**config.mk**
```make
export PLATFORM = sky130hd
export DESIGN_NAME = psr_top
export DESIGN_NICKNAME = d
export VERILOG_FILES = /design/src/hdl/psr_pkg.sv /design/src/hdl/psr_top.sv /design/src/hdl/psr_latch.sv
export SDC_FILE = /design/constraint.sdc
export NUM_CORES = 1
export LEC_CHECK = 0
export BUFFER_PORTS_ARGS = -buffer_cell sky130_fd_sc_hd__buf_2
export CAP_MARGIN = 20
export CORE_UTILIZATION = 30
export CTS_BUF_LIST = sky130_fd_sc_hd__clkbuf_8
export CTS_CLUSTER_SIZE = 12
export DETAILED_ROUTE_END_ITERATION = 12
export MAX_ROUTING_LAYER = met4
export PLACE_DENSITY = 0.58
export SLEW_MARGIN = 20
export SYNTH_ARGS = -nofsm -noshare
export SYNTH_HDL_FRONTEND = slang
export SYNTH_SLANG_ARGS = --single-unit
```
**constraint.sdc**
```tcl
create_clock -name sys_clk -period 3.2 [get_ports sys_clk]
set_input_delay 0.16 -clock sys_clk [delete_from_list [all_inputs] [get_ports sys_clk]]
set_output_delay 0.16 -clock sys_clk [all_outputs]
set_load 0.03 [all_outputs]
```
**src/hdl/psr_pkg.sv**
```systemverilog
// Constants and types for the management status and identifier register bank
// Contract
// - Headerless frame capability reads 0; frames lacking a full preamble are ignored.
// - Negotiation-done bit reads 1 when negotiation finished, else 0.
// - Remote fault latches high when partner word carries its fault flag.
// - Remote fault latches high when partner selector is not the CSMA/CD code.
// - Remote fault latches high when partner advertises the T4 technology only.
// - Negotiation ability bit is read-only and always 1.
// - Link bit drops on link failure, stays low until read, then follows link.
// - Jabber bit counts only in 10 Mb/s twisted pair; latches high until read.
// - Extended capability bit always reads 1.
// - First identifier word returns identifier bits 3 to 18.
// - Second identifier word top six bits return identifier bits 19 to 24.
// - Second identifier word bits 9 to 4 return the model number.
// - Second identifier word low four bits return the revision.
package psr_pkg;

  // ****************************************
  // Register map
  // ****************************************
  localparam logic [4:0] REG_STATUS   = 5'h01;
  localparam logic [4:0] REG_ID_HIGH  = 5'h02;
  localparam logic [4:0] REG_ID_LOW   = 5'h03;

  // Status bit positions
  localparam int BIT_HDRLESS  = 6;
  localparam int BIT_AN_DONE  = 5;
  localparam int BIT_RFAULT   = 4;
  localparam int BIT_AN_ABLE  = 3;
  localparam int BIT_LINK     = 2;
  localparam int BIT_JABBER   = 1;
  localparam int BIT_EXT_CAP  = 0;

  // Flag reset values (link failure flag starts set so the link bit reads 0)
  localparam logic RST_RFAULT    = 1'b0;
  localparam logic RST_LINK_FAIL = 1'b1;
  localparam logic RST_JABBER    = 1'b0;

  // Identity values: arbitrary neutral defaults
  localparam logic [23:0] OUI_NEUTRAL   = 24'h5A3C96;
  localparam logic [5:0]  MODEL_NEUTRAL = 6'h2A;
  localparam logic [3:0]  REV_NEUTRAL   = 4'h5;

  // ****************************************
  // Partner ability word fields
  // ****************************************
  localparam int         LP_RFAULT_BIT = 13;
  localparam int         LP_SEL_LSB    = 0;
  localparam int         LP_TECH_LSB   = 5;
  localparam logic [4:0] SEL_CSMA      = 5'h01;
  localparam logic [4:0] TECH_T4_ONLY  = 5'h10;

  // ****************************************
  // Management frame
  // ****************************************
  localparam logic [5:0] PRE_LEN   = 6'h20;
  localparam logic [4:0] HDR_LAST  = 5'h0C;
  localparam logic [4:0] DATA_LAST = 5'h0F;
  localparam logic [1:0] OP_READ   = 2'h2;
  localparam logic [1:0] OP_WRITE  = 2'h1;

  typedef struct packed {
    logic an_done;
    logic link_up;
    logic jabber;
    logic ten_tp;
  } psr_line_t;

  typedef struct packed {
    logic       st_one;
    logic [1:0] op;
    logic [4:0] phy;
    logic [4:0] addr;
  } psr_hdr_t;

  typedef enum logic [3:0] {
    S_PRE  = 4'h1,
    S_HDR  = 4'h2,
    S_TA   = 4'h4,
    S_DATA = 4'h8
  } psr_state_t;

endpackage

```
**src/hdl/psr_top.sv**
```systemverilog
// Management frame engine with status flags and identifier words
module psr_top import psr_pkg::*; #(
  parameter logic [23:0] OUI   = OUI_NEUTRAL,
  parameter logic [5:0]  MODEL = MODEL_NEUTRAL,
  parameter logic [3:0]  REV   = REV_NEUTRAL
) (
  // Clock and reset
  input  wire logic        sys_clk,
  input  wire logic        arst_n,
  // Management pins
  input  wire logic        mdc,
  input  wire logic        mdio_in,
  output logic             mdio_out,
  output logic             mdio_oe,
  input  wire logic [4:0]  phy_addr,
  // Line state from the transceiver core
  input  wire psr_line_t   line_st,
  input  wire logic [15:0] lp_word,
  input  wire logic        lp_valid
);

  // ****************************************
  // Functions
  // ****************************************
  function automatic logic [15:0] id_high_word(input logic [23:0] oui);
    logic [15:0] w;
    w = 16'h0000;
    for (int i = 0; i < 16; i++) begin
      w[15-i] = oui[2+i];
    end
    return w;
  endfunction

  function automatic logic [15:0] id_low_word(input logic [23:0] oui,
                                              input logic [5:0]  model,
                                              input logic [3:0]  rev);
    logic [15:0] w;
    w = 16'h0000;
    for (int i = 0; i < 6; i++) begin
      w[15-i] = oui[18+i];
    end
    w[9:4] = model;
    w[3:0] = rev;
    return w;
  endfunction

  function automatic logic fault_cause(input logic [15:0] w);
    return w[LP_RFAULT_BIT]
         | (w[LP_SEL_LSB +: 5] != SEL_CSMA)
         | (w[LP_TECH_LSB +: 5] == TECH_T4_ONLY);
  endfunction

  // ****************************************
  // Pin synchronisers
  // ****************************************
  logic       mdc_m;
  logic       mdc_s;
  logic       mdc_d;
  logic       mdio_m;
  logic       mdio_s;
  logic [4:0] addr_m;
  logic [4:0] addr_s;

  always_ff @(posedge sys_clk or negedge arst_n) begin
    if (!arst_n) begin
      mdc_m  <= 1'b0;
      mdc_s  <= 1'b0;
      mdc_d  <= 1'b0;
      mdio_m <= 1'b1;
      mdio_s <= 1'b1;
      addr_m <= 5'h00;
      addr_s <= 5'h00;
    end else begin
      mdc_m  <= mdc;
      mdc_s  <= mdc_m;
      mdc_d  <= mdc_s;
      mdio_m <= mdio_in;
      mdio_s <= mdio_m;
      addr_m <= phy_addr;
      addr_s <= addr_m;
    end
  end

  logic rise;
  assign rise = mdc_s & ~mdc_d;

  // ****************************************
  // Frame sequencer
  // ****************************************
  psr_state_t  state;
  logic [5:0]  pre_cnt;
  logic [4:0]  bit_cnt;
  logic [11:0] hdr_sh;
  psr_hdr_t    hdr;
  logic        hdr_end;
  logic        hit_read;
  logic        resp;

  assign hdr      = {hdr_sh, mdio_s};
  assign hdr_end  = rise && (state == S_HDR) && (bit_cnt == HDR_LAST);
  assign hit_read = hdr_end && hdr.st_one && (hdr.op == OP_READ) && (hdr.phy == addr_s);

  always_ff @(posedge sys_clk or negedge arst_n) begin
    if (!arst_n) begin
      state   <= S_PRE;
      pre_cnt <= 6'h00;
      bit_cnt <= 5'h00;
    end else if (rise) begin
      case (state)
        S_PRE: begin
          if (mdio_s) begin
            if (pre_cnt != PRE_LEN) begin
              pre_cnt <= pre_cnt + 6'h01;
            end
          end else if (pre_cnt == PRE_LEN) begin
            state   <= S_HDR;
            bit_cnt <= 5'h00;
          end else begin
            pre_cnt <= 6'h00;
          end
        end
        S_HDR: begin
          pre_cnt <= 6'h00;
          if (bit_cnt == HDR_LAST) begin
            bit_cnt <= 5'h00;
            state   <= hdr.st_one ? S_TA : S_PRE;
          end else begin
            bit_cnt <= bit_cnt + 5'h01;
          end
        end
        S_TA: begin
          if (bit_cnt == 5'h01) begin
            state   <= S_DATA;
            bit_cnt <= 5'h00;
          end else begin
            bit_cnt <= bit_cnt + 5'h01;
          end
        end
        S_DATA: begin
          if (bit_cnt == DATA_LAST) begin
            state   <= S_PRE;
            bit_cnt <= 5'h00;
          end else begin
            bit_cnt <= bit_cnt + 5'h01;
          end
        end
        default: begin
          state   <= S_PRE;
          pre_cnt <= 6'h00;
          bit_cnt <= 5'h00;
        end
      endcase
    end
  end

  always_ff @(posedge sys_clk or negedge arst_n) begin
    if (!arst_n) begin
      hdr_sh <= 12'h000;
    end else if (rise && state == S_HDR) begin
      hdr_sh <= hdr[11:0];
    end
  end

  // ****************************************
  // Status flags
  // ****************************************
  logic clr_sts;
  logic rf_flag;
  logic lnk_fail;
  logic jab_flag;
  logic rf_evt;
  logic jab_evt;

  assign clr_sts = hit_read && (hdr.addr == REG_STATUS);
  assign rf_evt  = lp_valid && fault_cause(lp_word);
  assign jab_evt = line_st.jabber && line_st.ten_tp;

  psr_latch #(.RST_VAL(RST_RFAULT)) u_rfault (
    .sys_clk (sys_clk),
    .arst_n  (arst_n),
    .set_evt (rf_evt),
    .clr     (clr_sts),
    .flag    (rf_flag)
  );

  psr_latch #(.RST_VAL(RST_LINK_FAIL)) u_link (
    .sys_clk (sys_clk),
    .arst_n  (arst_n),
    .set_evt (~line_st.link_up),
    .clr     (clr_sts),
    .flag    (lnk_fail)
  );

  psr_latch #(.RST_VAL(RST_JABBER)) u_jabber (
    .sys_clk (sys_clk),
    .arst_n  (arst_n),
    .set_evt (jab_evt),
    .clr     (clr_sts),
    .flag    (jab_flag)
  );

  logic [15:0] sts_word;
  always_comb begin
    sts_word              = 16'h0000;
    sts_word[BIT_HDRLESS] = 1'b0;
    sts_word[BIT_AN_DONE] = line_st.an_done;
    sts_word[BIT_RFAULT]  = rf_flag;
    sts_word[BIT_AN_ABLE] = 1'b1;
    sts_word[BIT_LINK]    = ~lnk_fail;
    sts_word[BIT_JABBER]  = jab_flag;
    sts_word[BIT_EXT_CAP] = 1'b1;
  end

  // ****************************************
  // Read data and pin drive
  // ****************************************
  logic [15:0] rd_sh;

  always_ff @(posedge sys_clk or negedge arst_n) begin
    if (!arst_n) begin
      rd_sh <= 16'h0000;
      resp  <= 1'b0;
    end else if (hdr_end) begin
      resp <= hit_read;
      case (hdr.addr)
        REG_STATUS:  rd_sh <= sts_word;
        REG_ID_HIGH: rd_sh <= id_high_word(OUI);
        REG_ID_LOW:  rd_sh <= id_low_word(OUI, MODEL, REV);
        default:     rd_sh <= 16'h0000;
      endcase
    end else if (rise && (state == S_DATA || (state == S_TA && bit_cnt == 5'h01))) begin
      rd_sh <= {rd_sh[14:0], 1'b0};
    end
  end

  always_ff @(posedge sys_clk or negedge arst_n) begin
    if (!arst_n) begin
      mdio_out <= 1'b0;
      mdio_oe  <= 1'b0;
    end else if (rise) begin
      if (state == S_TA && bit_cnt == 5'h00) begin
        mdio_oe  <= resp;
        mdio_out <= 1'b0;
      end else if (state == S_TA || (state == S_DATA && bit_cnt != DATA_LAST)) begin
        mdio_out <= rd_sh[15];
      end else begin
        mdio_oe  <= 1'b0;
        mdio_out <= 1'b0;
      end
    end
  end
endmodule

```
**src/hdl/psr_latch.sv**
```systemverilog
// Sticky status flag that clears on a read and lets a new event win
module psr_latch import psr_pkg::*; #(
  parameter logic RST_VAL = 1'b0
) (
  // Clock and reset
  input  wire logic sys_clk,
  input  wire logic arst_n,
  // Event and read clear
  input  wire logic set_evt,
  input  wire logic clr,
  // Flag
  output logic      flag
);

  always_ff @(posedge sys_clk or negedge arst_n) begin
    if (!arst_n) begin
      flag <= RST_VAL;
    end else begin
      flag <= set_evt | (flag & ~clr);
    end
  end

endmodule

```
# Word-level counts from Yosys, hierarchy flattened
# Cells that the tools add are included.
# op_classes
addsub	2
eq_ne	25
n_mux	24
bitwise	14
n_reduce_logical	21
# ops
op	count
16-bit one-hot mux with 3 select lines	1
16-bit 2-to-1 mux	2
5-bit 2-to-1 mux	5
4-bit 2-to-1 mux	5
5-bit one-hot mux with 4 select lines	1
6-bit 2-to-1 mux	3
4-bit one-hot mux with 4 select lines	1
1-bit logical AND	12
2-bit != test, second input constant	6
6-bit one-hot mux with 2 select lines	1
5-bit by 1-bit equality test with 1-bit output, second input constant	2
5-bit by 2-bit equality test with 1-bit output, second input constant	2
5-bit by 4-bit equality test with 1-bit output, second input constant	2
6-bit by 1-bit adder with 6-bit output, second input constant	1
6-bit equality test, second input constant	1
3-bit != test, second input constant	2
6-bit != test, second input constant	1
6-bit AND reduction	1
5-bit by 1-bit adder with 5-bit output, second input constant	1
5-bit equality test	1
5-bit equality test, second input constant	1
5-bit zero test	1
5-bit by 1-bit != test with 1-bit output, second input constant	1
5-bit by 4-bit != test with 1-bit output, second input constant	1
other kinds (16)	31
# word_totals
ff_bits	64
output_inout_bits	2
wordCells	104

# Depth between registers and ports, before layout
# depth
depth_word	11
depth_mapped	8
ltp_nobuf	8

# Hierarchy
# Synthesis repeated with hierarchy kept, for this count alone.
# unflattened
cells_unflattened	307
hier_area_um2	3204.3
# by_module_without_submodules
mod	instances	cells_per_inst	area_each_um2	seq_area_each_um2
psr_top	1	298	3094.2	1530.2
psr_latch (u_jabber ...)	2	3	36.3	25.0
psr_latch (u_link)	1	3	37.5	26.3

# Worst setup path before layout
# OpenSTA, ideal clock, no wires.
# synth_path
path_kind	register to register
startpoint	register bit_cnt[1]
endpoint	register state[1]
setup_time_ns	0.125
arrival_time_ns	2.092
slack_ns	0.984
path_stages_with_launch	7
path_buffers	0
period_less_slack_ns	2.216
path_cell_list	dfrtp_1 -> inv_1 -> ha_1 -> or4b_4 -> a222oi_1 -> nand2b_2 -> mux2_2
# synth_via
elab_chain_len	3
# synth_lines
element	line_no	text
from (decl)	psr_top.sv:92	logic [4:0] bit_cnt;
from (signal assigned)	psr_top.sv:128	bit_cnt <= bit_cnt + 5'h01;
from (signal assigned)	psr_top.sv:136	bit_cnt <= bit_cnt + 5'h01;
from (signal assigned)	psr_top.sv:144	bit_cnt <= bit_cnt + 5'h01;
5-bit by 4-bit equality test with 1-bit output (tied with other cells)	psr_top.sv:140	if (bit_cnt == DATA_LAST) begin
2-bit != test (no source line)	--	
6-bit AND reduction (no source line) (*)	--	
to (signal assigned)	psr_top.sv:126	state <= hdr.st_one ? S_TA : S_PRE;
to (decl)	psr_top.sv:90	psr_state_t state;
# Mark *: on every way between the ends. The rest lies on a longest branch, timed or not.
# A chain may end at the register's enable or synchronous reset.

# Worst setup path after layout
# layout_path
startpoint	register bit_cnt[1]
endpoint	register rd_sh[15]
# layout_via
elab_chain_len	5
# layout_lines
element	line_no	text
5-bit by 1-bit equality test with 1-bit output	psr_top.sv:231	end else if (rise && (state == S_DATA || (state == S_TA && bit_cnt == 5'h01))) begin
1-bit logical AND	psr_top.sv:231	
1-bit logical OR	psr_top.sv:231	
1-bit logical AND	psr_top.sv:231	
2-bit nonzero test (no source line)	--	
to (signal assigned)	psr_top.sv:227	REG_ID_HIGH: rd_sh <= id_high_word(OUI);
to (signal assigned)	psr_top.sv:228	REG_ID_LOW: rd_sh <= id_low_word(OUI, MODEL, REV);
to (signal assigned)	psr_top.sv:232	rd_sh <= {rd_sh[14:0], 1'b0};
to (decl)	psr_top.sv:217	logic [15:0] rd_sh;
# Several ways; a longest one is shown, not always the timed one.

==> impl_metrics.toml <==
[power]
p_per_area_nw_per_um2 = 524
leakage_nw = 1.62
vdd_drop_max_mv = 0.290
power.total_mw = 1.88

[clocking]
numClockSinks = 64
cts_max_path_buffers = 2
clock_latency_ns = 0.34
root_buffer = "clkbuf_8"
cts_hold_buf = 7
post_cts_buffers = 0
cts_resized = 0
clk_pin_slew_worst_paths_ns = 0.08
h-tree-depth = 3
numCtsBuffers = 9
cts_tree = "built"

[yosys]
syn_avg_cell_area_sq_um = 11.6
ys_ff_latch = 64
synth.net_count = 298
synth_area_sq_um = 3020
synth_top_family_by_area = "simple AND/OR/NAND/NOR gates"
synth.area.mux_share = 0.102
synth_xor_area_frac = 0.0174
yosysWarningCount = 0
async_reset_ff_frac = 1.00
synth_compound_area_frac = 0.124
synth-seq-area-share = 0.532
synthAdderAreaFrac = 0.0290
synth_area_leaders = "dfrtp_1 50%, mux2_2 8.6%, dfstp_2 3.5%, ha_1 2.9%, nor4b_1 2.3%"
yosys.area_share.simple = 0.159
synthDistinctLibCells = 53
yosysTopAreaCell = "dfrtp_1"
synth_edf_count = 0
ys.flop_type = "dfrtp_1"
yosys.area.top_type_share = 0.497
synth_cells = 261

[placed_design]
dp_hpwl_um = 3890
pre_cts_slack_ns = 0.992
port-buffer-count = 26
place.gp.congestion = 0.745
placed_cell_area_sq_um = 3330
dpl.cell_count = 417

[sta]
finalSetupViolCount = 0
setup-tns-final_ns = 0
holdWs_ns = 0.0334
final_max_slew_viol_count = 0
rsz0062_at_grt = "false"
finalHoldViolCount = 0
period_needed_ns = 2.17
skew_ns = 0.0136
fmax_mhz = 461
fin_ws_ns = 1.03
slew_headroom = 0.573
period_share = 0.678
tightestPinTransition_ns = 0.631

[floorplan]
ios = 32
core_sq_um = 9770
initial_core_util = 0.309
row_count = 36
die_w_um = 102
die_h_um = 102
die-area_sq_um = 10500

[route]
drt_iter0_drc = 144
vias = 2137
drt-wirelength-per-cell_um = 12.8
drt-pass1-iter-count = 4
drc = 0
ant_nets = 0
vias_per_cell = 4.85
wirelength_um = 5640

[status]
status = "completed"

[global_routing]
grt_max_degree = 44
antenna_found_initial = 0
grtUsageTotal = 0.126
overflow = 0
grt_pass1_wl_um = 9870
grt_pass1_vias = 2076

[worst_setup_path]
rr_worst_depth = 6
worstPathRequired_ns = 3.41
cp_max_fo = 11
worstSetupStartpointType = "flop"
end_kind = "flop"
critPathKind = "flop to flop"
crit_arrival_ns = 2.39

[finish]
finalNonFillerCells = 441
fillers = 997
stdcell_area_sq_um = 3580
postLayoutCoreUtil = 0.367
diodes = 0
syn_to_final_growth_pct = 18.7
fin_nets = 340
drive_above_1_share = 0.282

[flow_run]
cap_violations = 0

[min_path]
hold_class = "input port to flop"
min_path_cells = 2
==> state kept, by name, indices dropped and copies added (netlist names), 4 cells and up <==
name and count:
bit_cnt 5, addr_s 5, state 4, pre_cnt 6
hdr_sh 12, addr_m 5, rd_sh 16
==> worst max-delay path, cell delays in order (launching register included) <==
cell	delay (ns)
dfrtp_1	0.41
inv_1	0.09
ha_1	0.15
nor4b_1	0.40
o2111ai_1	0.22
nand2_1	0.40
mux2_2	0.39
==> per-layer routing <==
layer | vias up | part of all wire | GRT usage
met3 | 8 | 0.032 | 0.0267
li1 | 1045 | - | -
met5 | - | 0 | -
met1 | 1047 | 0.50 | 0.175
met2 | 37 | 0.45 | 0.182
met4 | 0 | 0.014 | 0.0462
==> cell families (layout without fill, tap and decap cells) <==
kind of cell               count (synthesis)  after routing
xor gates and xnor gates                   6              6
buffers and inverters                     26             73
DFF                                       64             64
muxes                                     28             28
AOI/OAI and AO/OA                         51             51
and+or+nand+nor                           79             79
adders and majority gates                  7              7
==> cell type report <==
cell class / count / area, sq um / share of cell area
Clock inverter: 6 / 36.3 / 0.0101
Sequential cell: 64 / 1610 / 0.448
Tap cell: 133 / 166 / 0.0464
Multi-Input combinational cell: 171 / 1300 / 0.364
Inverter: 14 / 52.6 / 0.0147
Timing Repair Buffer: 43 / 280 / 0.0782
Clock buffer: 10 / 138 / 0.0384
==> worst paths after layout <==
kind / endpoint / slack [ns] / from
max: rd_sh[15]$_DFFE_PN0P_ / 1.03 / bit_cnt[1]$_DFFE_PN0P_
min: u_rfault.flag$_DFF_PN0_ / 0.03 / lp_valid
max reg2reg: rd_sh[15]$_DFFE_PN0P_ / 1.03 / bit_cnt[1]$_DFFE_PN0P_
min reg2reg: addr_s[1]$_DFF_PN0_ / 0.34 / addr_m[1]$_DFF_PN0_
max in group asynchronous: mdio_m$_DFF_PN1_ / 2.15 / arst_n
min in group asynchronous: addr_m[0]$_DFF_PN0_ / 0.35 / arst_n
==> Yosys cell counts (2+ instances only) <==
cell        n
nor4b_1     8
ha_1        7
o21ai_0    13
and3_1      2
dfrtp_1    60
nand4b_1    2
o2bb2ai_1   3
nor2_1      4
or2_2       2
nand4_1     3
o2111ai_1   2
nor3_1      8
mux2_2     23
nor2b_1     3
buf_2       3
a22o_1      7
a2bb2oi_1   2
nand2_1    18
xor2_1      6
clkbuf_1    8
nand2b_1    2
mux2i_1     5
a211oi_1    3
o22ai_1     3
a21o_1      3
a31oi_1     4
or4b_2      2
inv_1      14
nand3_1    12
dfstp_2     4
nor4_1      3
==> where the power goes <==
| group | leakage [nW] | internal, mW | switching, mW |
|---|---|---|---|
| combinational | 0.707 | 0.166 | 0.156 |
| clock | 0.0855 | 0.296 | 0.318 |
| sequential | 0.829 | 0.870 | 0.0703 |
==> placed cells by master, fill, tap and decap left out, types with 5 or more instances in the layout <==
master / instances
a22o_1: 7
buf_2: 25
buf_4: 10
clkbuf_8: 10
dfrtp_1: 60
dlygate4sd3_1: 8
ha_1: 7
inv_1: 15
mux2_2: 23
mux2i_1: 5
nand2_1: 18
nand3_1: 12
nor3_1: 8
nor4b_1: 8
o21ai_0: 13
xor2_1: 6
No activity file was read; power rests on OpenSTA's default activity.
